==> config.mk <==
export PLATFORM = sky130hd
export DESIGN_NAME = hfp_top
export DESIGN_NICKNAME = d
export VERILOG_FILES = /design/src/hfp_pkg.sv /design/src/hfp_queue.sv /design/src/hfp_top.sv
export SDC_FILE = /design/constraint.sdc
export NUM_CORES = 2
export LEC_CHECK = 0
export BUFFER_PORTS_ARGS = -buffer_cell sky130_fd_sc_hd__buf_2
export CAP_MARGIN = 20
export CORE_MARGIN = 1.5
export CORE_UTILIZATION = 56
export CTS_CLUSTER_SIZE = 40
export DETAILED_ROUTE_END_ITERATION = 6
export PLACE_DENSITY = 0.83
export SYNTH_ARGS = -nofsm -noshare
export SYNTH_HDL_FRONTEND = slang
export SYNTH_SLANG_ARGS = --single-unit
==> constraint.sdc <==
create_clock -name i_core_clk -period 4.6 [get_ports i_core_clk]
set_clock_uncertainty 0.2 [all_clocks]
set_input_delay 0.92 -clock i_core_clk [delete_from_list [all_inputs] [get_ports i_core_clk]]
set_output_delay 0.92 -clock i_core_clk [all_outputs]
set_load 0.02 [all_outputs]
==> src/hfp_pkg.sv <==
// Constants for the host queue ports and their access layer
package hfp_pkg;
   // Widths and depths
   localparam int HFP_DW = 32;
   localparam int HFP_HW = 16;
   localparam int HFP_QDEPTH = 16;
   localparam int HFP_QAW = 4;
   localparam int HFP_LW = 5;
   localparam int HFP_CNTW = 16;

   // Byte offsets on the host bus
   localparam logic [7:0] HFP_RXD_BASE = 8'h00;
   localparam logic [7:0] HFP_TXD_BASE = 8'h20;
   localparam logic [7:0] HFP_RXS_POP = 8'h40;
   localparam logic [7:0] HFP_RXS_PEEK = 8'h44;
   localparam logic [7:0] HFP_TXS_POP = 8'h48;
   localparam logic [7:0] HFP_TXS_PEEK = 8'h4C;
   localparam logic [7:0] HFP_TEST_REG = 8'h50;
   localparam logic [7:0] HFP_CMD_REG = 8'h54;
   localparam logic [7:0] HFP_EVT_REG = 8'h58;
   localparam logic [7:0] HFP_DROP_REG = 8'h5C;
   localparam logic [7:0] HFP_LATCH_REG = 8'h60;
   localparam logic [7:0] HFP_SIZE_REG = 8'h64;
   localparam logic [7:0] HFP_LEVEL_REG = 8'h68;
   // Data ports span eight aliased words each
   localparam logic [2:0] HFP_RXD_WIDX = 3'h0;
   localparam logic [2:0] HFP_TXD_WIDX = 3'h1;

   // Arbitrary test pattern, not tied to any part
   localparam logic [31:0] HFP_TEST_VAL = 32'h5A5A_1234;

   // Command register bits (write only)
   localparam int HFP_CMD_SRST = 0;
   localparam int HFP_CMD_RXFL = 1;
   localparam int HFP_CMD_TXFL = 2;

   // Event register bits (write one to clear)
   localparam int HFP_EVT_RXS_OVF = 0;
   localparam int HFP_EVT_RXD_OVF = 1;
   localparam int HFP_EVT_TXD_OVF = 2;
   localparam int HFP_EVT_UNDER = 3;
   localparam int HFP_EVT_W = 4;

   // Latch register bits
   localparam int HFP_LAT_LINK = 0;
   localparam int HFP_LAT_ERR = 1;

   // Size register field positions and reset values
   localparam int HFP_SZ_RXD = 0;
   localparam int HFP_SZ_TXD = 8;
   localparam int HFP_SZ_RXS = 16;
   localparam logic [4:0] HFP_SZ_RST = 5'h10;

   // Level register field positions
   localparam int HFP_LV_RXD = 0;
   localparam int HFP_LV_TXD = 8;
   localparam int HFP_LV_RXS = 16;
   localparam int HFP_LV_TXS = 24;
endpackage

==> src/hfp_queue.sv <==
// Flip-flop queue with adjustable capacity and head peek
`timescale 1ns/1ns
module hfp_queue #(
   parameter int W = 32,
   parameter int DEPTH = 16,
   parameter int AW = 4
) (
   input wire logic i_core_clk,
   input wire logic i_rst,
   input wire logic i_flush,
   input wire logic [AW:0] i_limit,
   input wire logic i_push,
   input wire logic [W-1:0] i_wdata,
   input wire logic i_pop,
   output logic [W-1:0] o_head,
   output logic [AW:0] o_count,
   output logic o_full,
   output logic o_empty
);
   logic [W-1:0] mem_ff [DEPTH];
   logic [AW-1:0] wr_ptr_ff;
   logic [AW-1:0] rd_ptr_ff;
   logic [AW:0] count_ff;
   logic [AW:0] nxt_count;
   logic [AW:0] eff_limit;
   logic full_ff;
   logic empty_ff;
   logic do_push;
   logic do_pop;

   assign do_push = i_push && !full_ff;
   assign do_pop = i_pop && !empty_ff;
   assign o_head = mem_ff[rd_ptr_ff];
   assign o_count = count_ff;
   assign o_full = full_ff;
   assign o_empty = empty_ff;

   // Zero or oversize limits fall back to the full depth
   always_comb begin
      if (i_limit == '0 || i_limit > (AW+1)'(DEPTH)) begin
         eff_limit = (AW+1)'(DEPTH);
      end else begin
         eff_limit = i_limit;
      end
      nxt_count = count_ff;
      if (do_push && !do_pop) begin
         nxt_count = count_ff + (AW+1)'(1);
      end else if (do_pop && !do_push) begin
         nxt_count = count_ff - (AW+1)'(1);
      end
   end

   always_ff @(posedge i_core_clk) begin
      if (do_push) begin
         mem_ff[wr_ptr_ff] <= i_wdata;
      end
   end

   always_ff @(posedge i_core_clk) begin
      if (i_rst || i_flush) begin
         wr_ptr_ff <= '0;
         rd_ptr_ff <= '0;
         count_ff <= '0;
         full_ff <= 1'b0;
         empty_ff <= 1'b1;
      end else begin
         if (do_push) begin
            wr_ptr_ff <= wr_ptr_ff + AW'(1);
         end
         if (do_pop) begin
            rd_ptr_ff <= rd_ptr_ff + AW'(1);
         end
         count_ff <= nxt_count;
         full_ff <= (nxt_count >= eff_limit);
         empty_ff <= (nxt_count == '0);
      end
   end
endmodule

==> src/hfp_top.sv <==
// Host access layer: four queue ports and attribute registers
// Behaviour
// - Read-only registers ignore every host write.
// - Write-only registers always read back as zero.
// - Writing one clears a write-one-clear bit; zero leaves it.
// - Clear-on-read bits go to zero when the host reads them, or to one if a drop comes in that cycle.
// - Latch-low and latch-high bits hold until their register is read.
// - Fields kept over soft reset take defaults only on other resets.
// - Reserved addresses return no guaranteed value.
// - Hardware reset (i_rst) loads every configuration register with its default.
// - Four host queues: receive status, receive data, transmit both.
// - Receive data, transmit data, receive status capacities adjustable.
// - Receive status port read returns oldest entry and removes it.
// - Receive status peek read returns oldest entry, keeps it.
// - Every receive data read consumes the data.
// - Receive data decoded at eight identical aliased word addresses.
// - Transmit status port read returns oldest entry and removes it.
// - Transmit status peek read returns oldest entry, keeps it.
// - Transmit data queue is write only, no read path.
// - All eight transmit data aliases push into one queue.
// - Each 32-bit word is built from two 16-bit host transfers.
`timescale 1ns/1ns
module hfp_top (
   input wire logic i_core_clk,
   input wire logic i_rst,
   input wire logic i_host_cs,
   input wire logic i_host_rd,
   input wire logic i_host_wr,
   input wire logic [7:1] i_host_addr,
   input wire logic [hfp_pkg::HFP_HW-1:0] i_host_wdata,
   output logic [hfp_pkg::HFP_HW-1:0] o_host_rdata,
   output logic o_host_rvalid,
   input wire logic i_rxs_push,
   input wire logic [hfp_pkg::HFP_DW-1:0] i_rxs_data,
   output logic o_rxs_full,
   input wire logic i_rxd_push,
   input wire logic [hfp_pkg::HFP_DW-1:0] i_rxd_data,
   output logic o_rxd_full,
   input wire logic i_txs_push,
   input wire logic [hfp_pkg::HFP_DW-1:0] i_txs_data,
   output logic o_txs_full,
   output logic o_txd_valid,
   output logic [hfp_pkg::HFP_DW-1:0] o_txd_data,
   input wire logic i_txd_ready,
   input wire logic i_link_up,
   input wire logic i_err_evt,
   output logic o_soft_rst
);
   import hfp_pkg::*;

   typedef enum {
      HFP_Q_RXS,
      HFP_Q_RXD,
      HFP_Q_TXS,
      HFP_Q_TXD
   } hfp_q_t;
   localparam int NQ = 4;

   logic rd_lo;
   logic rd_hi;
   logic wr_lo;
   logic wr_hi;
   logic [5:0] widx;
   logic in_rxd;
   logic in_txd;
   logic [HFP_DW-1:0] wr_word;
   logic [HFP_DW-1:0] rd_word;
   logic any_rst;

   logic [HFP_HW-1:0] wr_hold_ff;
   logic [HFP_DW-1:0] rd_snap_ff;
   logic soft_rst_ff;
   logic [HFP_EVT_W-1:0] evt_ff;
   logic [HFP_CNTW-1:0] drop_ff;
   logic link_lat_ff;
   logic err_lat_ff;
   logic [HFP_LW-1:0] sz_rxd_ff;
   logic [HFP_LW-1:0] sz_txd_ff;
   logic [HFP_LW-1:0] sz_rxs_ff;
   logic rxfl_ff;
   logic txfl_ff;
   logic txd_v_ff;
   logic [HFP_DW-1:0] txd_d_ff;

   logic q_push [NQ];
   logic q_pop [NQ];
   logic [HFP_DW-1:0] q_wdata [NQ];
   logic [HFP_DW-1:0] q_head [NQ];
   logic [HFP_QAW:0] q_count [NQ];
   logic q_full [NQ];
   logic q_empty [NQ];
   logic q_flush [NQ];
   logic [HFP_QAW:0] q_limit [NQ];

   logic txd_load;
   logic rd_pop_port;
   logic rd_pop_empty;
   logic evt_rd;
   logic drop_rd;
   logic latch_rd;
   logic [HFP_EVT_W-1:0] evt_set;
   logic [HFP_EVT_W-1:0] evt_clr;
   logic any_drop;

   // Host strobes and halfword pairing, low half first
   assign rd_lo = i_host_cs && i_host_rd && !i_host_addr[1];
   assign rd_hi = i_host_cs && i_host_rd && i_host_addr[1];
   assign wr_lo = i_host_cs && i_host_wr && !i_host_addr[1];
   assign wr_hi = i_host_cs && i_host_wr && i_host_addr[1];
   assign widx = i_host_addr[7:2];
   assign in_rxd = (widx[5:3] == HFP_RXD_WIDX);
   assign in_txd = (widx[5:3] == HFP_TXD_WIDX);
   assign wr_word = {i_host_wdata, wr_hold_ff};
   assign any_rst = i_rst || soft_rst_ff;

   // Side effects of a register read happen with the low half
   assign evt_rd = rd_lo && (widx == HFP_EVT_REG[7:2]);
   assign drop_rd = rd_lo && (widx == HFP_DROP_REG[7:2]);
   assign latch_rd = rd_lo && (widx == HFP_LATCH_REG[7:2]);

   // Pop ports pop on the high half, after both halves left
   always_comb begin
      rd_pop_port = 1'b0;
      rd_pop_empty = 1'b0;
      for (int q = 0; q < NQ; q++) begin
         q_pop[q] = 1'b0;
      end
      if (rd_hi) begin
         if (in_rxd) begin
            q_pop[HFP_Q_RXD] = 1'b1;
            rd_pop_port = 1'b1;
            rd_pop_empty = q_empty[HFP_Q_RXD];
         end else if (widx == HFP_RXS_POP[7:2]) begin
            q_pop[HFP_Q_RXS] = 1'b1;
            rd_pop_port = 1'b1;
            rd_pop_empty = q_empty[HFP_Q_RXS];
         end else if (widx == HFP_TXS_POP[7:2]) begin
            q_pop[HFP_Q_TXS] = 1'b1;
            rd_pop_port = 1'b1;
            rd_pop_empty = q_empty[HFP_Q_TXS];
         end
      end
      q_pop[HFP_Q_TXD] = txd_load && !q_empty[HFP_Q_TXD];
   end

   // Read multiplexer for the low-half access
   always_comb begin
      rd_word = '0;
      if (in_rxd) begin
         rd_word = q_head[HFP_Q_RXD];
      end else if (in_txd) begin
         rd_word = '0;
      end else begin
         unique case (widx)
            HFP_RXS_POP[7:2], HFP_RXS_PEEK[7:2]: begin
               rd_word = q_head[HFP_Q_RXS];
            end
            HFP_TXS_POP[7:2], HFP_TXS_PEEK[7:2]: begin
               rd_word = q_head[HFP_Q_TXS];
            end
            HFP_TEST_REG[7:2]: rd_word = HFP_TEST_VAL;
            HFP_CMD_REG[7:2]: rd_word = '0;
            HFP_EVT_REG[7:2]: rd_word = {28'h0, evt_ff};
            HFP_DROP_REG[7:2]: rd_word = {16'h0, drop_ff};
            HFP_LATCH_REG[7:2]: rd_word = {30'h0, err_lat_ff, link_lat_ff};
            HFP_SIZE_REG[7:2]: begin
               rd_word[HFP_SZ_RXD +: HFP_LW] = sz_rxd_ff;
               rd_word[HFP_SZ_TXD +: HFP_LW] = sz_txd_ff;
               rd_word[HFP_SZ_RXS +: HFP_LW] = sz_rxs_ff;
            end
            HFP_LEVEL_REG[7:2]: begin
               rd_word[HFP_LV_RXD +: HFP_LW] = q_count[HFP_Q_RXD];
               rd_word[HFP_LV_TXD +: HFP_LW] = q_count[HFP_Q_TXD];
               rd_word[HFP_LV_RXS +: HFP_LW] = q_count[HFP_Q_RXS];
               rd_word[HFP_LV_TXS +: HFP_LW] = q_count[HFP_Q_TXS];
            end
            default: rd_word = '0;
         endcase
      end
   end

   // Host read data path
   always_ff @(posedge i_core_clk) begin
      if (i_rst) begin
         o_host_rdata <= '0;
         o_host_rvalid <= 1'b0;
         rd_snap_ff <= '0;
      end else begin
         o_host_rvalid <= rd_lo || rd_hi;
         if (rd_lo) begin
            rd_snap_ff <= rd_word;
            o_host_rdata <= rd_word[HFP_HW-1:0];
         end else if (rd_hi) begin
            o_host_rdata <= rd_snap_ff[HFP_DW-1:HFP_HW];
         end
      end
   end

   // Low half of a write waits for its partner
   always_ff @(posedge i_core_clk) begin
      if (i_rst) begin
         wr_hold_ff <= '0;
      end else if (wr_lo) begin
         wr_hold_ff <= i_host_wdata;
      end
   end

   // Write-only commands, self clearing after one cycle
   always_ff @(posedge i_core_clk) begin
      if (i_rst) begin
         soft_rst_ff <= 1'b0;
         rxfl_ff <= 1'b0;
         txfl_ff <= 1'b0;
         o_soft_rst <= 1'b0;
      end else begin
         soft_rst_ff <= 1'b0;
         rxfl_ff <= 1'b0;
         txfl_ff <= 1'b0;
         if (wr_hi && widx == HFP_CMD_REG[7:2]) begin
            soft_rst_ff <= wr_word[HFP_CMD_SRST];
            rxfl_ff <= wr_word[HFP_CMD_RXFL];
            txfl_ff <= wr_word[HFP_CMD_TXFL];
         end
         o_soft_rst <= wr_hi && widx == HFP_CMD_REG[7:2] &&
            wr_word[HFP_CMD_SRST];
      end
   end

   // Capacity fields survive a soft reset
   always_ff @(posedge i_core_clk) begin
      if (i_rst) begin
         sz_rxd_ff <= HFP_SZ_RST;
         sz_txd_ff <= HFP_SZ_RST;
         sz_rxs_ff <= HFP_SZ_RST;
      end else if (wr_hi && widx == HFP_SIZE_REG[7:2]) begin
         sz_rxd_ff <= wr_word[HFP_SZ_RXD +: HFP_LW];
         sz_txd_ff <= wr_word[HFP_SZ_TXD +: HFP_LW];
         sz_rxs_ff <= wr_word[HFP_SZ_RXS +: HFP_LW];
      end
   end

   // Event flags: hardware set wins over the host clear
   always_comb begin
      evt_set = '0;
      evt_set[HFP_EVT_RXS_OVF] = i_rxs_push && q_full[HFP_Q_RXS];
      evt_set[HFP_EVT_RXD_OVF] = i_rxd_push && q_full[HFP_Q_RXD];
      evt_set[HFP_EVT_TXD_OVF] = q_push[HFP_Q_TXD] && q_full[HFP_Q_TXD];
      evt_set[HFP_EVT_UNDER] = rd_pop_port && rd_pop_empty;
      evt_clr = '0;
      if (wr_hi && widx == HFP_EVT_REG[7:2]) begin
         evt_clr = wr_word[HFP_EVT_W-1:0];
      end
   end

   always_ff @(posedge i_core_clk) begin
      if (any_rst) begin
         evt_ff <= '0;
      end else begin
         evt_ff <= (evt_ff & ~evt_clr) | evt_set;
      end
   end

   // Dropped-entry counter, cleared by reading it
   assign any_drop = |evt_set[HFP_EVT_TXD_OVF:HFP_EVT_RXS_OVF];

   always_ff @(posedge i_core_clk) begin
      if (any_rst) begin
         drop_ff <= '0;
      end else if (drop_rd) begin
         drop_ff <= {{(HFP_CNTW-1){1'b0}}, any_drop};
      end else if (any_drop && drop_ff != '1) begin
         drop_ff <= drop_ff + HFP_CNTW'(1);
      end
   end

   // Latched link-low and error-high indications
   always_ff @(posedge i_core_clk) begin
      if (any_rst) begin
         link_lat_ff <= 1'b1;
         err_lat_ff <= 1'b0;
      end else begin
         if (latch_rd) begin
            link_lat_ff <= i_link_up;
            err_lat_ff <= i_err_evt;
         end else begin
            link_lat_ff <= link_lat_ff && i_link_up;
            err_lat_ff <= err_lat_ff || i_err_evt;
         end
      end
   end

   // Queue inputs; writes to read-only ports are dropped
   always_comb begin
      q_push[HFP_Q_RXS] = i_rxs_push;
      q_push[HFP_Q_RXD] = i_rxd_push;
      q_push[HFP_Q_TXS] = i_txs_push;
      q_push[HFP_Q_TXD] = wr_hi && in_txd;
      q_wdata[HFP_Q_RXS] = i_rxs_data;
      q_wdata[HFP_Q_RXD] = i_rxd_data;
      q_wdata[HFP_Q_TXS] = i_txs_data;
      q_wdata[HFP_Q_TXD] = wr_word;
      q_flush[HFP_Q_RXS] = rxfl_ff;
      q_flush[HFP_Q_RXD] = rxfl_ff;
      q_flush[HFP_Q_TXS] = txfl_ff;
      q_flush[HFP_Q_TXD] = txfl_ff;
      q_limit[HFP_Q_RXS] = sz_rxs_ff;
      q_limit[HFP_Q_RXD] = sz_rxd_ff;
      q_limit[HFP_Q_TXS] = HFP_SZ_RST;
      q_limit[HFP_Q_TXD] = sz_txd_ff;
   end

   // The four host queues
   for (genvar g = 0; g < NQ; g++) begin : g_q
      hfp_queue #(
         .W(HFP_DW),
         .DEPTH(HFP_QDEPTH),
         .AW(HFP_QAW)
      ) u_q (
         .i_core_clk(i_core_clk),
         .i_rst(any_rst),
         .i_flush(q_flush[g]),
         .i_limit(q_limit[g]),
         .i_push(q_push[g]),
         .i_wdata(q_wdata[g]),
         .i_pop(q_pop[g]),
         .o_head(q_head[g]),
         .o_count(q_count[g]),
         .o_full(q_full[g]),
         .o_empty(q_empty[g])
      );
   end

   // Transmit data output stage toward the MAC
   assign txd_load = !txd_v_ff || i_txd_ready;

   always_ff @(posedge i_core_clk) begin
      if (any_rst || txfl_ff) begin
         txd_v_ff <= 1'b0;
         txd_d_ff <= '0;
      end else if (txd_load) begin
         txd_v_ff <= !q_empty[HFP_Q_TXD];
         txd_d_ff <= q_head[HFP_Q_TXD];
      end
   end

   assign o_txd_valid = txd_v_ff;
   assign o_txd_data = txd_d_ff;

   // Queue full flags, registered once more here after each queue's own flag
   always_ff @(posedge i_core_clk) begin
      if (any_rst) begin
         o_rxs_full <= 1'b0;
         o_rxd_full <= 1'b0;
         o_txs_full <= 1'b0;
      end else begin
         o_rxs_full <= q_full[HFP_Q_RXS];
         o_rxd_full <= q_full[HFP_Q_RXD];
         o_txs_full <= q_full[HFP_Q_TXS];
      end
   end
endmodule

**Yosys cells after proc, flatten, opt, wreduce, memory -nomap -nowiden**

Memories as Yosys holds them, arrays and structs flattened. A register that Yosys moved wholly into a read port is not among the register bits.
Index checks and enable logic that the tools add are counted.

- Flip-flop bits (word level): 170
- RAM bits: 2048
- Input bits: 130
- Word-level logic and storage cells: 219
- Memories: 4

Memories:

| name | depth | bits a word | rd ports | clocked after Yosys merged registers in | wr ports | line | source |
|---|---|---|---|---|---|---|---|
| g_q[0].u_q.mem_ff | 16 | 32 | 1 | 1 | 1 | hfp_queue.sv:20 | `logic [W-1:0] mem_ff [DEPTH];` |
| g_q[1].u_q.mem_ff | 16 | 32 | 1 | 1 | 1 | hfp_queue.sv:20 |  |
| g_q[2].u_q.mem_ff | 16 | 32 | 1 | 1 | 1 | hfp_queue.sv:20 |  |
| g_q[3].u_q.mem_ff | 16 | 32 | 1 | 1 | 1 | hfp_queue.sv:20 |  |

- Add/subtract/negate cells: 17
- Order comparisons: 7
- Equal/unequal tests: 13
- Muxes and demuxes: 56
- Bitwise operators: 4
- Reduce and logical (&&, ||, !) cells: 78

Operators with widths:

| operator | number |
|---|---|
| 6-bit by 5-bit == test with 1-bit output, second input constant | 11 |
| 32-bit two-way mux | 2 |
| 5-bit two-way mux | 11 |
| 5-bit one-hot mux with 8 select lines | 1 |
| 1-bit logical AND | 36 |
| 5-bit logical NOT | 7 |
| 4-bit by 1-bit adder with 4-bit output, second input constant | 8 |
| 16-bit two-way mux | 2 |
| 5-bit one-hot mux with 6 select lines | 1 |
| 4-bit two-way mux | 7 |
| 3-bit one-hot mux with 3 select lines | 3 |
| 1-bit two-way mux | 25 |
| 5-bit one-hot mux with 5 select lines | 1 |
| 5-bit by 1-bit adder with 5-bit output, second input constant | 4 |
| 5-bit one-hot mux with 4 select lines | 1 |
| 5-bit by 1-bit subtractor with 5-bit output, second input constant | 4 |
| 1-bit logical NOT | 18 |
| 16-bit by 1-bit adder with 16-bit output, second input constant | 1 |
| 16-bit != test, second input constant | 1 |
| 5-bit >= comparator | 3 |
| 5-bit > comparator, second input constant | 3 |
| 3-bit one-hot mux with 4 select lines | 1 |
| 1-bit logical OR | 9 |
| 2-bit OR reduction | 4 |
| other kinds (10) | 11 |

**Logic depth before layout (Yosys ltp)**

- Depth in word-level cells: 10
- Depth in mapped cells: 14
- Mapped depth without buffers: 12

**Cells and area by module**

Synthesis repeated with hierarchy kept, for this count alone.

- Cell total of the unflattened synthesis: 4139
- Area total of the unflattened synthesis: 87776.7 µm²

Modules (own cells, without submodules):

| module | instances | cells each | area each (µm²) | seq. area each (µm²) |
|---|---|---|---|---|
| hfp_queue at g_q[0].u_q | 1 | 847 | 20467.1 | 15755.1 |
| hfp_queue at g_q[2].u_q | 1 | 847 | 20405.8 | 15755.1 |
| hfp_queue at g_q[1].u_q | 1 | 847 | 20403.3 | 15755.1 |
| hfp_queue at g_q[3].u_q | 1 | 847 | 20379.5 | 15755.1 |
| hfp_top | 1 | 751 | 6120.9 | 2522.4 |

**Worst setup path after synthesis**

OpenSTA, ideal clock, no wires.

- Kind: input to register
- From: input i_rxs_push
- To: memory g_q[0].u_q.mem_ff[3][0] (enable)
- Setup time: 0.461 ns
- Data arrival time: 3.897 ns
- Required time: 3.939 ns
- Path slack: 0.042 ns
- Cell stages on the path: 4
- Path buffers: 1
- Cells stage by stage: nor2b_1 clkbuf_1 nand2_1 nor3_1

- Cells in the longest elaborated chain, start to end: 3

Ends and longest elaborated chain:

| what | line | source |
|---|---|---|
| from (decl) | hfp_top.sv:33 | `input wire logic i_rxs_push,` |
| 1-bit logical AND | hfp_queue.sv:31 | `assign do_push = i_push && !full_ff;` |
| 1-bit two-way mux | hfp_queue.sv:54 | `if (do_push) begin` |
| 1-bit two-way mux (not written as such) | hfp_queue.sv:55 | `mem_ff[wr_ptr_ff] <= i_wdata;` |
| to (decl) | hfp_queue.sv:20 |  |

Every way passes these cells.

==> reports/results.txt <==
Setup Viol. Count Final: 0
# IOs: 184
clk root buf: clkbuf_16
initial antenna violation count: 43
minimum clock period: 3.84 ns
top post-synthesis cells by count: edfxtp_1 (2,048), mux4_2 (536), nand2_1 (261)
#FFs+latches synth: 2,245
switching share of power: 22.7%
Final Hold Vio Count: 0
Resize count post-CTS: 0
Filler Cell Count: 9,448
CTS H-Tree Depth: 4
YS warnings: 0
worst slew pin tran: 1.41 ns
critical setup path kind: flip-flop to flip-flop
sequential area share after synthesis: 75.8%
CTS tree: done
CTS Sinks: 2,245
# port buffers: 183
Post-synth EDFFs: 2,048
drt total wl: 240 mm
final slew viol count: 0
grt ovf: 0
crit-path cells: buf_12 -> mux4_2 -> a22oi_1 -> nand3_1 -> a211oi_1 -> a21boi_1
Arrival @ worst endpoint: 4.32 ns
Comb pwr share: 6.6%
Final period util: 83.5%
Hold Crit Class: input port to flip-flop
Final GP Congestion: 0.995
post-route ant nets: 0
Req. time, crit path: 5.07 ns
fmax: 260 MHz
Slew headroom: 5.17%
Clk pwr share: 40.6%
cell count after synthesis: 4,308
# Post-CTS Setup Buffers: 0
DR iter-0 viols: 7,442
area grow syn2layout: 13.4%
Crit-path slowest cell: a211oi_1
Die Height: 396 µm
CTS Buf Count: 209
Cell Rows: 143
asr flop ratio synth: 0%
syn_area_per_cell: 20.0 µm²
biggest area consumer among synthesized cells: edfxtp_1
Net Switching: 0.00983 W
worst-case clock buffer depth: 3
Cell Int Power: 0.0334 W
Die ar.: 157,000 µm²
failing checks: DRC
Vias/cell: 6.86
fin nets: 4,832
first-pass GRT wire length: 340 mm
vias in the first global route: 47,183
routed len/inst: 34.8 µm
Multi-input gate area: 20,200 µm²
Clk Latency, worst-skew pair: 0.86 ns
Top delay family on crit path: compound AO/OA/AOI/OAI gates
critical path capture point type: flip-flop
max incr delay on CP: 1.11 ns
Post-Syn Area: 86,400 µm²
Synth area leaders: edfxtp_1 (71%), mux4_2 (14%), dfxtp_1 (4.6%)
PwrDens: 441 nW/µm²
Worst Path Buf+Inv: 1
largest net degree at the start of global routing: 78
leakage power: 30.8 nW
setup TNS: 0 ns
routed vias: 47,276
Flop pwr share: 52.9%
Peak VDD IR: 0.000409 V
RSZ-0062 raised after global routing: false
critical path launch point type: flip-flop
most common cell in the netlist: edfxtp_1
Max FO, Critical Path: 42
final core occ: 64.2%
CTS clock-pin slew for the worst setup and hold paths: 0.06 ns
Yosys top cell area share: 71.2%
Initial Util: 56.6%
GR Util All Layers: 30.6%
Pre-antenna DRT Iters: 6
share of cells above drive strength 1: 27.3%
DP HPWL: 141 mm
post-synth net total: 4,485
Sequential cell area: 65,500 µm²
max-cap violations: 0
Core Area: 153,000 µm²
Hold-fix buffers, CTS: 0
Synth Flop Type: edfxtp_1
outcome: finished with violations
internal reg-to-reg setup slack: 0.76 ns
DRC errors left: 17
count of different cell masters after synthesis: 82
die width: 396 µm
## layout by cell type, fill, tap and decap left out, types with 19 or more instances in the layout
master	n
edfxtp_1	2048
mux4_2	536
nand2_1	261
clkbuf_16	210
dfxtp_1	184
buf_2	183
buf_4	152
nor2_1	136
a22oi_1	85
a21oi_1	76
nand3_1	75
o21ai_0	54
ha_1	47
clkbuf_1	44
mux2i_1	40
clkinv_1	40
clkinv_2	40
a22o_1	33
nand4_1	30
xor2_1	30
a211oi_1	27
inv_1	26
nor2_4	26
buf_12	25
and2_1	24
and2_2	24
diode_2	23
a221oi_1	23
nand2b_1	21
nor2b_1	20
xnor2_1	20
nor3_1	19
## cell type report
cell class	count	area share [%]
Inverter	27	0.103
Timing Repair Buffer	362	2.63
Antenna cell	23	0.0588
Multi-Input combinational cell	1810	20.6
Clock buffer	261	5.63
Sequential cell	2245	66.9
Tap cell	2030	2.59
Clock inverter	129	1.48
## state kept, by name, summed over array words and instances, names as in the netlist, 4 cells and up, named ones only
register	count
rd_snap_ff	16
g_q.u_q.mem_ff	2048
o_host_rdata	16
wr_hold_ff	16
g_q.u_q.o_full	4
g_q.u_q.wr_ptr_ff	16
sz_txd_ff	5
g_q.u_q.o_count	19
g_q.u_q.rd_ptr_ff	16
drop_ff	16
sz_rxd_ff	5
g_q.u_q.o_empty	4
o_txd_data	32
evt_ff	4
sz_rxs_ff	5
## kinds of logic (layout without fill, tap and decap cells)
| group | count (synthesis) | in the layout | share of synthesized area (%) |
|---|---|---|---|
| and+or+nand+nor | 732 | 732 | 4.06 |
| buffers and inverters | 253 | 779 | 1.19 |
| DFF | 2245 | 2245 | 75.8 |
| AOI/OAI and AO/OA | 390 | 390 | 3.14 |
| muxes | 589 | 589 | 14.6 |
| xor gates and xnor gates | 51 | 51 | 0.526 |
| other | 0 | 23 | 0 |
| adders and majority gates | 48 | 48 | 0.694 |
## per-layer routing
layer / GRT usage (%) / vias up / routed length (µm)
li1: - / 18380 / -
met1: 38.2 / 24128 / 78900
met2: 48.5 / 3954 / 115000
met3: 9.16 / 778 / 30800
met4: 16.2 / 36 / 14500
met5: 0 / - / 237
## metrics by stage
stage / worst slack, ns / area [µm²] / hold slack (ns) / cells / total power, W
floorplan: 0.0423 / 86400 / 0.208 / 4308 / 0.0250
global placement: 0.616 / 90800 / 0.226 / 6469 / 0.0260
detailed placement: 0.588 / 90800 / 0.233 / 6470 / 0.0260
CTS: 1.09 / 97800 / 0.147 / 6860 / 0.0433
global route: 0.892 / 97900 / 0.189 / 6872 / 0.0442
finish: 0.758 / 97900 / 0.193 / 6887 / 0.0432
## power groups by stage
stage | sequential [W] | clock [W] | combinational [W]
after global routing | 0.0229 | 0.0183 | 0.00299
after detailed placement | 0.0233 | 0 | 0.00278
final | 0.0229 | 0.0175 | 0.00284
after CTS | 0.0228 | 0.0176 | 0.00282
after floorplan | 0.0232 | 0 | 0.00176
after global placement | 0.0232 | 0 | 0.00270
## final timing paths
| path | startpoint | end | cells past startpoint |
|---|---|---|---|
| max reg2reg | flip-flop | o_host_rdata[3]$_SDFFE_PP0P_ | 6 |
| min reg2reg | o_txd_data[7]$_SDFFE_PP0N_ | o_txd_data[7]$_SDFFE_PP0N_ | 2 |
| max | flip-flop | o_host_rdata[3]$_SDFFE_PP0P_ | 6 |
| min | i_rxs_data[5] | g_q[0].u_q.mem_ff[13][5]$_DFFE_PP_ | 1 |
(Power assumes the default switching activity.)
